===== src/logic/bfb_map.svh =====
// Purpose: Constants for the Boolean function blocks
// Assumes: Included by bare name
// Notes: Definitions only
`ifndef BFB_MAP_SVH
`define BFB_MAP_SVH
`define BFB_NUM_INPUTS 4
`define BFB_LEGACY_INPUTS 3
`define BFB_CYCLE_NS 1000
`define BFB_CLK_NS 50
`define BFB_CYCLE_DIV (`BFB_CYCLE_NS / `BFB_CLK_NS)
`define BFB_UNUSED_LEVEL 1'b1
`define BFB_OUT_RESET 1'b0
`define BFB_NAND_RESET 1'b1
`endif


===== src/logic/bfb_pkg.sv =====
// Purpose: Types for the Boolean function blocks
// Assumes: Constants come from bfb_map.svh
// Notes: No imports; use bfb_pkg::name
`default_nettype none
`include "bfb_map.svh"
package bfb_pkg;
    typedef logic [`BFB_NUM_INPUTS-1:0] bfb_vec_t;
    typedef logic [7:0] bfb_cnt_t;
endpackage
`default_nettype wire


===== src/logic/bfb_cond.sv =====
// Purpose: Per-input conditioning: unused default and inversion
// Assumes: Inputs already synchronised
// Notes: Pure combinational
`timescale 1ns/100ps
`default_nettype none
`include "bfb_map.svh"
module bfb_cond (
    input wire bfb_pkg::bfb_vec_t raw_i,
    input wire bfb_pkg::bfb_vec_t used_i,
    input wire bfb_pkg::bfb_vec_t inv_i,
    input wire logic legacy_i,
    output var bfb_pkg::bfb_vec_t cond_o
);
    // Unused forced high, then optional inversion on used inputs
    always_comb begin
        cond_o = '1;
        for (int k = 0; k < `BFB_NUM_INPUTS; k++) begin
            if (!used_i[k] || (legacy_i && k >= `BFB_LEGACY_INPUTS)) begin
                cond_o[k] = `BFB_UNUSED_LEVEL;
            end else begin
                cond_o[k] = raw_i[k] ^ inv_i[k];
            end
        end
    end
endmodule
`default_nettype wire


===== src/logic/bfb_top.sv =====
// Purpose: AND, edge AND, NAND and edge NAND blocks, evaluated per program cycle
// Assumes: All pin inputs asynchronous; configuration masks change rarely
// Notes: All outputs registered
`timescale 1ns/100ps
`default_nettype none
`include "bfb_map.svh"
module bfb_top (
    input wire logic REF_CLK_I,
    input wire logic RST_N_I,
    input wire bfb_pkg::bfb_vec_t IN_I,
    input wire bfb_pkg::bfb_vec_t USED_I,
    input wire bfb_pkg::bfb_vec_t INVERT_I,
    input wire logic LEGACY_I,
    output logic AND_O,
    output logic EDGE_AND_O,
    output logic NAND_O,
    output logic EDGE_NAND_O,
    output logic CYCLE_O
);
    // Timing of one evaluation, counted in reference clocks
    // Clock 0: a pin input changes
    // Clock 1: the first synchroniser stage takes it
    // Clock 2: the second stage takes it; conditioning sees it
    // Next enable: all four results are worked out together
    // One clock later: results appear and stand a whole program cycle
    // Pin to result latency is three to twenty-two clocks
    // Masks are synchronised like the data
    // So a mask and a data change in one clock reach one evaluation
    // And a metastable mask bit never reaches the reduction
    // Bits of one vector may straddle a sampling edge
    // Such a bit is late by one program cycle at most
    // A pin pulse shorter than a program cycle may be missed
    // History moves only on the enable
    // So glitches between evaluations never cause an edge pulse

    // Edge AND example, one line per evaluation
    // Inputs 1,1,0,1: AND 0, edge AND 0
    // Inputs 1,1,1,1: AND 1, edge AND 1
    // Inputs 1,1,1,1: AND 1, edge AND 0
    // Inputs 1,0,1,1: AND 0, edge AND 0
    // Inputs 1,1,1,1: AND 1, edge AND 1
    // Edge NAND mirrors this on the NAND result
    // Inputs 1,1,1,1: NAND 0, edge NAND 0
    // Inputs 0,1,1,1: NAND 1, edge NAND 1
    // Inputs 0,1,1,1: NAND 1, edge NAND 0
    // Conditioning per input, highest priority first
    // Unconnected: seen as 1
    // Three-input mode, fourth input: seen as 1
    // Inverted: seen as the opposite of the pin
    // Otherwise: seen as the pin
    // After reset the history reads settled
    // So the first evaluation pulses neither edge output

    // Program cycle length in reference clocks and the last divider count
    localparam int unsigned cycle_clocks = `BFB_CYCLE_DIV;
    localparam bfb_pkg::bfb_cnt_t div_last = bfb_pkg::bfb_cnt_t'(cycle_clocks - 1);

    // Whole register image of the block
    typedef struct packed {
        // Data input synchroniser, two stages
        bfb_pkg::bfb_vec_t s1;
        bfb_pkg::bfb_vec_t s2;
        // Connection mask synchroniser, two stages
        bfb_pkg::bfb_vec_t used1;
        bfb_pkg::bfb_vec_t used2;
        // Inversion mask synchroniser, two stages
        bfb_pkg::bfb_vec_t inv1;
        bfb_pkg::bfb_vec_t inv2;
        // Three-input mode synchroniser, two stages
        logic leg1;
        logic leg2;
        // Program cycle divider and its enable pulse
        bfb_pkg::bfb_cnt_t div;
        logic cyc;
        // Edge history of the previous evaluation
        logic prev_all;
        logic prev_none;
        // Registered block results
        logic and_o;
        logic eand_o;
        logic nand_o;
        logic enand_o;
    } bfb_state_s;

    // Current and next register image
    bfb_state_s st_reg;
    bfb_state_s st_next;

    // Conditioned inputs and shared evaluation terms
    bfb_pkg::bfb_vec_t cond;
    logic all_now;
    logic last_count;

    // Per-block results of the current evaluation
    logic and_now;
    logic nand_now;
    logic eand_now;
    logic enand_now;

    // AND reduction shared by all four blocks
    function automatic logic all_ones(input bfb_pkg::bfb_vec_t v);
        all_ones = &v;
    endfunction

    // Rising edge of a block result against the previous evaluation
    function automatic logic rose_since(input logic now_v, input logic before_v);
        rose_since = now_v && !before_v;
    endfunction

    // Edge pulse, blocked while the block pulsed in the previous cycle
    function automatic logic edge_pulse(input logic now_v, input logic before_v, input logic pulsed_v);
        edge_pulse = rose_since(now_v, before_v) && !pulsed_v;
    endfunction

    // Input conditioning on the synchronised copies
    bfb_cond u_cond (
        .raw_i(st_reg.s2),
        .used_i(st_reg.used2),
        .inv_i(st_reg.inv2),
        .legacy_i(st_reg.leg2),
        .cond_o(cond)
    );

    // Shared reduction and end of the divider count
    assign all_now = all_ones(cond);
    assign last_count = (st_reg.div == div_last);

    // Level results
    assign and_now = all_now;
    assign nand_now = !all_now;

    // Edge AND on the rise of AND, edge NAND on the rise of NAND
    assign eand_now = edge_pulse(and_now, st_reg.prev_all, st_reg.eand_o);
    assign enand_now = edge_pulse(nand_now, st_reg.prev_none, st_reg.enand_o);

    // Next state: synchronisers, cycle divider and evaluation
    always_comb begin
        st_next = st_reg;

        // Two-stage synchronisers; only the second stage reaches logic
        st_next.s1 = IN_I;
        st_next.s2 = st_reg.s1;
        st_next.used1 = USED_I;
        st_next.used2 = st_reg.used1;
        st_next.inv1 = INVERT_I;
        st_next.inv2 = st_reg.inv1;
        st_next.leg1 = LEGACY_I;
        st_next.leg2 = st_reg.leg1;

        // Divider; the enable stands one clock per program cycle
        st_next.cyc = 1'b0;
        if (last_count) begin
            st_next.div = '0;
            st_next.cyc = 1'b1;
        end else begin
            st_next.div = st_reg.div + 8'h01;
        end

        // Evaluation on the enable only; results stand a whole program cycle
        if (st_reg.cyc) begin
            st_next.and_o = and_now;
            st_next.nand_o = nand_now;
            st_next.eand_o = eand_now;
            st_next.enand_o = enand_now;
            st_next.prev_all = and_now;
            st_next.prev_none = nand_now;
        end
    end

    // Register image; reset makes the history look settled
    always_ff @(posedge REF_CLK_I or negedge RST_N_I) begin
        if (!RST_N_I) begin
            // Synchronisers empty
            st_reg.s1 <= '0;
            st_reg.s2 <= '0;
            st_reg.used1 <= '0;
            st_reg.used2 <= '0;
            st_reg.inv1 <= '0;
            st_reg.inv2 <= '0;
            st_reg.leg1 <= 1'b0;
            st_reg.leg2 <= 1'b0;

            // Divider restarts a full program cycle
            st_reg.div <= '0;
            st_reg.cyc <= 1'b0;

            // History reads settled, so no edge fires first
            st_reg.prev_all <= 1'b1;
            st_reg.prev_none <= 1'b1;

            // Results at their idle levels
            st_reg.and_o <= `BFB_OUT_RESET;
            st_reg.eand_o <= `BFB_OUT_RESET;
            st_reg.nand_o <= `BFB_NAND_RESET;
            st_reg.enand_o <= `BFB_OUT_RESET;
        end else begin
            st_reg <= st_next;
        end
    end

    // Level outputs straight from flip-flops; no inversion on output side
    assign AND_O = st_reg.and_o;
    assign NAND_O = st_reg.nand_o;
    // Edge outputs
    assign EDGE_AND_O = st_reg.eand_o;
    assign EDGE_NAND_O = st_reg.enand_o;
    // Evaluation marker
    assign CYCLE_O = st_reg.cyc;
endmodule
`default_nettype wire


===== config.mk =====
export PLATFORM = sky130hd
export DESIGN_NAME = bfb_top
export DESIGN_NICKNAME = d
export VERILOG_FILES = /design/src/logic/bfb_pkg.sv /design/src/logic/bfb_cond.sv /design/src/logic/bfb_top.sv
export VERILOG_INCLUDE_DIRS = /design/src /design/src/logic
export SDC_FILE = /design/constraint.sdc
export NUM_CORES = 1
export LEC_CHECK = 0
export BUFFER_PORTS_ARGS = -buffer_cell sky130_fd_sc_hd__buf_2
export CAP_MARGIN = 40
export CORE_MARGIN = 2
export CORE_UTILIZATION = 50
export CTS_BUF_LIST = sky130_fd_sc_hd__clkbuf_4 sky130_fd_sc_hd__clkbuf_8
export CTS_CLUSTER_SIZE = 12
export DETAILED_ROUTE_END_ITERATION = 12
export GPL_ROUTABILITY_DRIVEN = 0
export GPL_TIMING_DRIVEN = 0
export PLACE_DENSITY = 0.81
export RECOVER_POWER = 25
export SLEW_MARGIN = 20
export SYNTH_ARGS = -nofsm -noshare
export SYNTH_HDL_FRONTEND = slang
export SYNTH_SLANG_ARGS = --single-unit

===== constraint.sdc =====
create_clock -name REF_CLK_I -period 1.36 [get_ports REF_CLK_I]
set_input_delay 0.272 -clock REF_CLK_I [delete_from_list [all_inputs] [get_ports REF_CLK_I]]
set_output_delay 0.272 -clock REF_CLK_I [all_outputs]
set_load 0.1 [all_outputs]

# Word-level counts from Yosys, hierarchy flattened
# Index checks and enable logic that the tools add are counted.
dict set report totals {
  regBits 40
  inputBits 15
  output_inout_bits 5
  wordCells 39
}
dict set report op_classes {
  addsub 1
  n_eq_ne 1
  mux 6
  bitwise_logic 4
  reduce_logical 12
}
# cell n
set ops {}
lappend ops {{8-bit by 1-bit adder with 8-bit output, second input constant} 1}
lappend ops {{8-bit by 5-bit == test with 1-bit output, second input constant} 1}
lappend ops {{8-bit 2-to-1 mux} 1}
lappend ops {{1-bit zero test} 6}
lappend ops {{1-bit 2-to-1 mux} 5}
lappend ops {{1-bit logical AND} 4}
lappend ops {{4-bit AND reduction} 1}
lappend ops {{1-bit XOR} 4}
lappend ops {{1-bit logical OR} 1}

# Logic depth before layout (Yosys ltp)
# Gate-level depths: netlist of the first run.
dict set report logic_depth {
  ltp_word 7
  mapped_depth 4
  depth_no_buf 4
}

# Modules after synthesis
# From an unflattened synthesis of the first run, not the netlist that was laid out.
dict set report hier_totals {
  cells_unflattened 81
  area_unflattened_um2 1283.7
}
# mod n_inst cells_each area_each_um2 seq_area_each_um2
set modules_own_cells {}
lappend modules_own_cells {bfb_top 1 73 1229.9 1003.5}
lappend modules_own_cells {bfb_cond 1 8 53.8 0.0}

# Least setup slack after synthesis of the first run
# OpenSTA, ideal clock, no wires.
dict set report synth_path {
  path_type {register to register}
  from {register st_reg, in the netlist CYCLE_O}
  to {register st_reg, in the netlist NAND_O}
  setup_ns 0.080
  arrival_time_ns 1.360
  t_required_ns 1.280
  setup_slack_ns -0.080
  stages_incl_launch_ff 3
  path_buffers 0
  synth_period_minus_slack_ns 1.440
  path_cell_list {dfrtp_1 > nand3_1 > o21a_1}
}
# item line_no
set synth_lines {}
lappend synth_lines {{start, declared} bfb_top.sv:86} ;# bfb_state_s st_reg;
lappend synth_lines {{start signal, assigned} bfb_top.sv:197} ;# st_reg <= st_next;

# Worst setup path in the final report of the first run
dict set report layout_path {
  from {register st_reg, in the netlist NAND_O}
  to {output NAND_O}
}
# item line_no
set layout_lines {}
lappend layout_lines {{end, declared} bfb_top.sv:16} ;# output logic NAND_O,
# No word-level cell between the ends.

==> qor.yml, run 1 <==
route:
  ant_nets: 0
  drt_iter0_drc: 4
  drt-pass1-iter-count: 2
  wl_per_cell_um: 12.69
  vias_per_cell: 4.917
  routed_wl_um: 1828
  drc_errors: 0
  vias: 708
placed_design:
  placed_area_um2: 1428
  placed_cells: 134
  post-place-ws_ps: 148.7
  portBuffers: 19
  hpwl_um: 1192
clock_network:
  cts-htree-levels: 2
  clock_tree.root_cell: "clkbuf_4"
  clock_latency_ps: 320
  max-clock-path-buffers: 2
  cts.sinks: 40
  numCtsBuffers: 5
  cts_tree: "built"
  clk_pin_slew_ps: 110
critical_path:
  worstPathArrival_ps: 1070
  slowest_stage: "dfstp_2"
  critical_path.endpoint_type: "primary output"
  cpLargestDelayFamily: "flip-flops"
  critPathLaunchType: "register"
  cp.required_ps: 1090
  crit_fanout: 2
  cpPeakStageDelay_ps: 570
  crit_chain: "buf_12"
  worstSetupPathType: "reg -> out"
  r2r_setup_slack_ps: 150
  critPathBufInv: 1
timing:
  worst_pin_slew_ps: 486.1
  final_hold_viol_count: 0
  period_share_pct: 99.04
  fin_crit_ps: 1347
  finalSetupViolCount: 0
  finalSetupTns_ps: 0
  worst_slack_ps: 13.12
  skew_ps: 2.280
  max_freq_mhz: 742.5
  maxSlewViolCount: 0
  rsz0062_at_grt: "yes"
  slew_headroom_pct: 67.59
die:
  io_pins: 20
  initial_utilization_pct: 52.70
  dieArea_um2: 3010
  core_area_um2: 2455
  die_y_um: 54.87
  rows: 18
  die_w_um: 54.87
global_routing:
  antenna_found_initial: 0
  grt_use_total_pct: 17.06
  use_met1_pct: 19.22
  grt-ovfl-total: 0
  grt_pass1_wl_um: 3160
  grt_use_met2_pct: 25.60
  use_met3_pct: 9.016
  grt_max_degree: 41
  grt_pass1_vias: 716
  busiest_layer: "met2"
final_layout:
  finalInstanceArea_um2: 1603
  layout-drive-gt1-share_pct: 29.82
  multi_input_area_um2: 267.8
  fin_util_pct: 65.29
  fillers: 173
  syn2layout_area_growth_pct: 23.89
  finalNetCount: 130
  final_cells: 144
  regArea_um2: 1005
  diodes: 0
  largest_register_ffs: 22
logic_synthesis:
  synthTopCellsByArea: "dfrtp_1 74%, xnor2_1 5.4%, dfstp_2 4.1%"
  ys_ff_latch: 40
  synth_top_area_cell: "dfrtp_1"
  synth_most_common_cell: "dfrtp_1"
  syn_area_um2: 1294
  synth_enable_flop_cells: 0
  syn_nets: 101
  synthCells: 85
  synth_cell_types: 21
  ys_seq_area_share_pct: 77.56
  synth_top_area_share_pct: 73.50
  synth_flop_cell: "dfrtp_1"
  async_flop_share_pct: 100.0
  ys_warn_count: 0
  synth_common_cells: "38 x dfrtp_1, 8 x xnor2_1, 6 x inv_1, 6 x nand3_1"
  avgSynthCellArea_um2: 15.22
worst_hold_path:
  min-delay-path-class: "in -> reg"
pwr:
  leakage_nw: 0.7454
  ir_drop_mv: 0.9621
  p_per_area_nw_per_um2: 1514
flow_run:
  maxCapViolCount: 0
outcome:
  status: "complete, no violations"
==> cell type report <==
| class | instances | area share, % |
|---|---|---|
| clock inverters | 2 | 3.747 |
| inverters | 6 | 1.405 |
| clock buffers | 5 | 2.342 |
| multi-input cells | 39 | 16.71 |
| repair buffers | 22 | 10.77 |
| flip-flops and latches | 40 | 62.69 |
| well taps | 30 | 2.342 |
==> metrics by stage <==
step                total power, W  hold slack (ps)
floorplan                 0.001437           -23.59
global placement          0.001495            332.0
detailed placement        0.001506            334.7
CTS                       0.002441            22.38
global route              0.002538           0.3670
finish                    0.002427            42.70
==> metal layers <==
metal / wire (um) / vias up
met2: 939 / 14
li1: - / 342
met4: 27 / 0
met3: 73 / 2
met5: 0 / -
met1: 788 / 350
==> path summary, 6_finish.rpt <==
| check | from | endpoint | cells after the start |
|---|---|---|---|
| hold reg to reg | st_next[15] | st_reg[15] | 0 |
| min in group asynchronous | RST_N_I | st_next[28] | 2 |
| setup reg to reg | st_reg[7] | st_reg[11] | 4 |
| hold / removal | LEGACY_I | st_next[15] | 1 |
| setup / recovery | NAND_O | NAND_O | 1 |
| max in group asynchronous | RST_N_I | st_reg[5] | 3 |
==> cells in the final DEF (no fill, tap or decap) <==
cell type,instances
dfrtp_1,37
buf_2,14
xnor2_1,8
inv_1,6
nand3_1,6
clkbuf_4,5
nand2_1,4
o21ai_0,4
buf_4,4
dfstp_2,2
and3_1,2
nor2b_1,2
nor2_1,2
bufinv_16,2
dfrtp_2,1
nor3_2,1
and4bb_2,1
a31oi_1,1
nand2b_1,1
a22o_1,1
a22oi_2,1
a32oi_1,1
o22ai_1,1
o21a_1,1
a31o_1,1
ha_1,1
dlygate4sd3_1,1
buf_16,1
buf_8,1
buf_12,1
==> power by group <==
part	total, W	switching, W	leakage [nW]	internal, W
Sequential	0.00128	0.0000242	0.478	0.00125
Clock	0.000908	0.000345	0.0513	0.000563
Combinational	0.000243	0.000162	0.216	0.0000810
Total	0.00243	0.000532	0.745	0.00189
==> kinds of logic after synthesis <==
logic type,count (synthesis),synth area share [%]
AOI/OAI and AO/OA,11,6.094
buffers and inverters,6,1.741
adders and majority gates,1,0.9670
xor gates and xnor gates,8,5.416
and+or+nand+nor,19,8.220
DFF,40,77.56
==> repair_timing <==
item	4_1_cts	5_1_grt
hold endpoints to repair	0	20
setup buffers	0	1
hold buffers	0	1
resized for setup	9	1
setup endpoints to repair	5	2
(Power assumes the default switching activity.)
==> inputs of run 2 (changes only) <==
--- a/config.mk
+++ b/config.mk
@@ -9,13 +9,13 @@
 export BUFFER_PORTS_ARGS = -buffer_cell sky130_fd_sc_hd__buf_2
 export CAP_MARGIN = 40
 export CORE_MARGIN = 2
-export CORE_UTILIZATION = 50
+export CORE_UTILIZATION = 55
 export CTS_BUF_LIST = sky130_fd_sc_hd__clkbuf_4 sky130_fd_sc_hd__clkbuf_8
 export CTS_CLUSTER_SIZE = 12
 export DETAILED_ROUTE_END_ITERATION = 12
 export GPL_ROUTABILITY_DRIVEN = 0
 export GPL_TIMING_DRIVEN = 0
-export PLACE_DENSITY = 0.81
+export PLACE_DENSITY = 0.87
 export RECOVER_POWER = 25
 export SLEW_MARGIN = 20
 export SYNTH_ARGS = -nofsm -noshare
==> qor.yml, run 2 (synthesized netlist as in run 1, its figures left out) <==
global_routing:
  use_met1_pct: 18.96
  grt_use_total_pct: 18.11
  grt_use_met2_pct: 33.33
  grt_pass1_vias: 779
  grt_pass1_wl_um: 3381
  busiest_layer: "met2"
  use_met3_pct: 6.000
  grt-ovfl-total: 0
  antenna_found_initial: 0
  grt_max_degree: 41
outcome:
  status: "complete, no violations"
critical_path:
  critPathBufInv: 1
  critPathLaunchType: "register"
  critical_path.endpoint_type: "primary output"
  cpLargestDelayFamily: "flip-flops"
  crit_chain: "buf_12"
  worstPathArrival_ps: 1090
  cpPeakStageDelay_ps: 580
  crit_fanout: 2
  cp.required_ps: 1090
  slowest_stage: "dfstp_2"
  worstSetupPathType: "reg -> out"
die:
  io_pins: 20
  dieArea_um2: 2756
  die_w_um: 52.50
  rows: 17
  die_y_um: 52.50
  initial_utilization_pct: 58.48
  core_area_um2: 2212
timing:
  period_share_pct: 99.97
  skew_ps: 2.456
  worst_pin_slew_ps: 279.3
  slew_headroom_pct: 81.53
  max_freq_mhz: 735.5
  final_hold_viol_count: 0
  maxSlewViolCount: 0
  rsz0062_at_grt: "yes"
  holdWs_ps: 34.87
  finalSetupTns_ps: 0
  fin_crit_ps: 1360
  finalSetupViolCount: 0
final_layout:
  diodes: 0
  fin_util_pct: 70.14
  final_common_cell: "dfrtp_1"
  final_cells: 143
  largest_register_ffs: 22
  layout-drive-gt1-share_pct: 30.43
  syn2layout_area_growth_pct: 19.92
  layout_common_cells: "37 x dfrtp_1, 14 x buf_2, 8 x xnor2_1, 6 x inv_1, 6 x nand3_1"
  finalNetCount: 130
clock_network:
  cts.sinks: 40
  cts_tree: "built"
  clock_latency_ps: 330
  clock_tree.root_cell: "clkbuf_4"
  cts-htree-levels: 2
  max-clock-path-buffers: 2
  clk_pin_slew_ps: 120
  numCtsBuffers: 5
route:
  drt_iter0_drc: 3
  wl_per_cell_um: 14.07
  drt-pass1-iter-count: 2
  drc_errors: 0
  ant_nets: 0
  vias_per_cell: 5.105
  routed_wl_um: 2012
  vias: 730
placed_design:
  portBuffers: 19
  hpwl_um: 1417
  placed_cells: 132
flow_run:
  maxCapViolCount: 0
pwr:
  leakage_nw: 0.7258
  p_per_area_nw_per_um2: 1347
  ir_drop_mv: 1.225
worst_hold_path:
  min-delay-path-class: "in -> reg"
## run 2: through the flow
step	setup WS [ps]	cell area (um2)	power, W
finish	0.4449	1551	0.002090
floorplan	14.69	1295	0.001437
global placement	147.6	1425	0.001495
global route	-30.28	1551	0.002173
detailed placement	145.9	1425	0.001507
CTS	-20.42	1510	0.002089
## run 2: what timing repair did
item | in CTS | in global routing
gates resized for setup | 9 | 1
hold endpoints to repair | 0 | 8
setup buffers | 0 | 1
setup endpoints to repair | 5 | 2
hold buffers | 0 | 1
## run 2: final timing paths
kind	startpoint	end	depth (start not counted)	slack, ps
max in group asynchronous	RST_N_I	NAND_O	3	580
min reg2reg	st_next[18]	st_reg[18]	0	360
max	NAND_O	NAND_O	1	0.4
min	USED_I[1]	st_next[26]	1	30
max reg2reg	st_reg[36]	EDGE_NAND_O	4	140
min in group asynchronous	RST_N_I	st_next[28]	2	300
## run 2: layout make-up
cell class              instances  area (um2)
repair buffers                 22       165.2
clock inverters                 3       18.77
flip-flops and latches         40        1005
clock buffers                   5       37.54
inverters                       6       22.52
fillers                       158       660.6
multi-input cells              39       267.8
well taps                      28       35.03
## run 2: per-layer routing
metal	wire length, um	up-vias
li1	-	344
met1	780	362
met2	1118	18
met3	86	6
met4	28	0
met5	0	-
## run 2: report_power, final
part / internal (W) / total [W] / switching, W
clock: 0.000199 / 0.000573 / 0.000374
combinational: 0.0000788 / 0.000242 / 0.000163
sequential: 0.00125 / 0.00128 / 0.0000248
total: 0.00153 / 0.00209 / 0.000562
==> inputs of run 3 (changes only) <==
--- a/config.mk
+++ b/config.mk
@@ -7,7 +7,7 @@
 export NUM_CORES = 1
 export LEC_CHECK = 0
 export BUFFER_PORTS_ARGS = -buffer_cell sky130_fd_sc_hd__buf_2
-export CAP_MARGIN = 40
+export CAP_MARGIN = 20
 export CORE_MARGIN = 2
 export CORE_UTILIZATION = 55
 export CTS_BUF_LIST = sky130_fd_sc_hd__clkbuf_4 sky130_fd_sc_hd__clkbuf_8
@@ -21,3 +21,4 @@
 export SYNTH_ARGS = -nofsm -noshare
 export SYNTH_HDL_FRONTEND = slang
 export SYNTH_SLANG_ARGS = --single-unit
+export TNS_END_PERCENT = 50
==> constraint.sdc (replaced) <==
create_clock -name REF_CLK_I -period 1.36 [get_ports REF_CLK_I]
set_input_delay 0.272 -clock REF_CLK_I [delete_from_list [all_inputs] [get_ports REF_CLK_I]]
set_output_delay 0.272 -clock REF_CLK_I [all_outputs]
set_load 0.005 [all_outputs]
==> qor.yml, run 3 (synthesized netlist as in run 1, its figures left out) <==
outcome:
  status: "complete, no violations"
timing:
  finalSetupTns_ps: 0
  fin_crit_ps: 1262
  rsz0062_at_grt: "no"
  slew_headroom_pct: 46.49
  period_share_pct: 92.78
  final_hold_viol_count: 0
  skew_ps: 12.35
  finalSetupViolCount: 0
  worst_pin_slew_ps: 802.6
  maxSlewViolCount: 0
  max_freq_mhz: 792.5
global_routing:
  use_met1_pct: 17.00
  grt-ovfl-total: 0
  grt_use_total_pct: 16.94
  grt_max_degree: 41
  use_met3_pct: 7.714
  grt_pass1_vias: 773
  grt_pass1_wl_um: 3167
  grt_use_met2_pct: 28.54
  busiest_layer: "met2"
  antenna_found_initial: 0
pwr:
  p_int_w: 0.001704
  switchingPower_w: 0.0004222
  swShare_pct: 19.86
  pwr-share-comb_pct: 4.8
  leakage_nw: 0.7113
  seqPwrFrac_pct: 59.9
  p_per_area_nw_per_um2: 1414
  ir_drop_mv: 1.190
  p_clk_share_pct: 35.4
route:
  vias_per_cell: 5.136
  drt-pass1-iter-count: 3
  routed_wl_um: 1755
  drt_iter0_drc: 8
  wl_per_cell_um: 12.54
  drc_errors: 0
  vias: 719
  ant_nets: 0
placed_design:
  hpwl_um: 1321
  portBuffers: 19
final_layout:
  fillers: 175
  syn2layout_area_growth_pct: 16.25
  largest_register_ffs: 22
  finalNetCount: 127
  multi_input_area_um2: 267.8
  layout-drive-gt1-share_pct: 28.57
  final_common_cell: "dfrtp_1"
  regArea_um2: 1003
  diodes: 0
  layout_common_cells: "38 x dfrtp_1, 19 x buf_2, 8 x xnor2_1"
  fin_util_pct: 67.99
critical_path:
  worst_r2r_path_depth: 4
  worstSetupPathType: "reg -> out"
  worstPathArrival_ps: 990
  path_depth: 1
  crit_chain: "buf_2"
  cpPeakStageDelay_ps: 550
  critical_path.endpoint_type: "primary output"
  cp.required_ps: 1090
  slowest_stage: "dfstp_2"
  critPathLaunchType: "register"
  critPathBufInv: 1
  crit_fanout: 3
  cpLargestDelayFamily: "flip-flops"
clock_network:
  numCtsBuffers: 5
  postCtsSetupBuffers: 0
  clk_pin_slew_ps: 110
  cts-htree-levels: 2
  clock_latency_ps: 330
  cts.sinks: 40
  max-clock-path-buffers: 2
  cts_hold_buf: 0
  cts_tree: "built"
  clock_tree.root_cell: "clkbuf_4"
  cts_resized: 0
die:
  rows: 17
  dieArea_um2: 2756
  initial_utilization_pct: 58.48
  io_pins: 20
  core_area_um2: 2212
  die_y_um: 52.50
  die_w_um: 52.50
worst_hold_path:
  min-delay-path-class: "in -> async"
flow_run:
  maxCapViolCount: 0
==> run 3: final cells by class <==
cell class                 instances  share of cell area [%]
clock buffer                       6                   2.995
clock inverter                     2                   2.329
inverter                           6                   1.498
multi-input combinational         39                   17.80
sequential                        40                   66.72
tap                               28                   2.329
timing repair buffer              19                   6.323
==> run 3: final timing paths <==
check                      slack (ps)     endpoint   startpoint
setup / recovery                  100       NAND_O       NAND_O
hold / removal                     10   st_reg[34]      RST_N_I
setup reg to reg                  160   st_reg[11]   st_reg[12]
hold reg to reg                   350   st_reg[34]  st_next[34]
max in group asynchronous         830   st_reg[20]      RST_N_I
min in group REF_CLK_I             30  st_next[19]  INVERT_I[2]
==> run 3: through the flow <==
stage | cell area [um2] | setup WS, ps | hold WS (ps) | power, W | std cells
floorplan | 1294 | 263.8 | -23.59 | 0.001334 | 85
global placement | 1424 | 209.5 | 332.0 | 0.001391 | 132
detailed placement | 1424 | 164.1 | 334.7 | 0.001404 | 132
CTS | 1504 | 76.39 | 15.99 | 0.002158 | 140
global route | 1504 | 27.79 | 1.192 | 0.002224 | 140
finish | 1504 | 98.17 | 13.72 | 0.002126 | 140
==> run 3: per-layer routing <==
metal / vias to the layer above / part of all wire [%]
li1: 337 / -
met1: 350 / 37
met2: 22 / 54
met3: 10 / 6.0
met4: 0 / 2.9
met5: - / 0
==> run 3: power by group through the flow <==
stage                     Clock [W]  Sequential, W  Combinational (W)
after CTS                  0.000777        0.00127           0.000106
after global placement            0        0.00129          0.0000981
after global routing       0.000828        0.00128           0.000116
final                      0.000752        0.00127           0.000102
after detailed placement          0        0.00130           0.000106
after floorplan                   0        0.00129          0.0000399
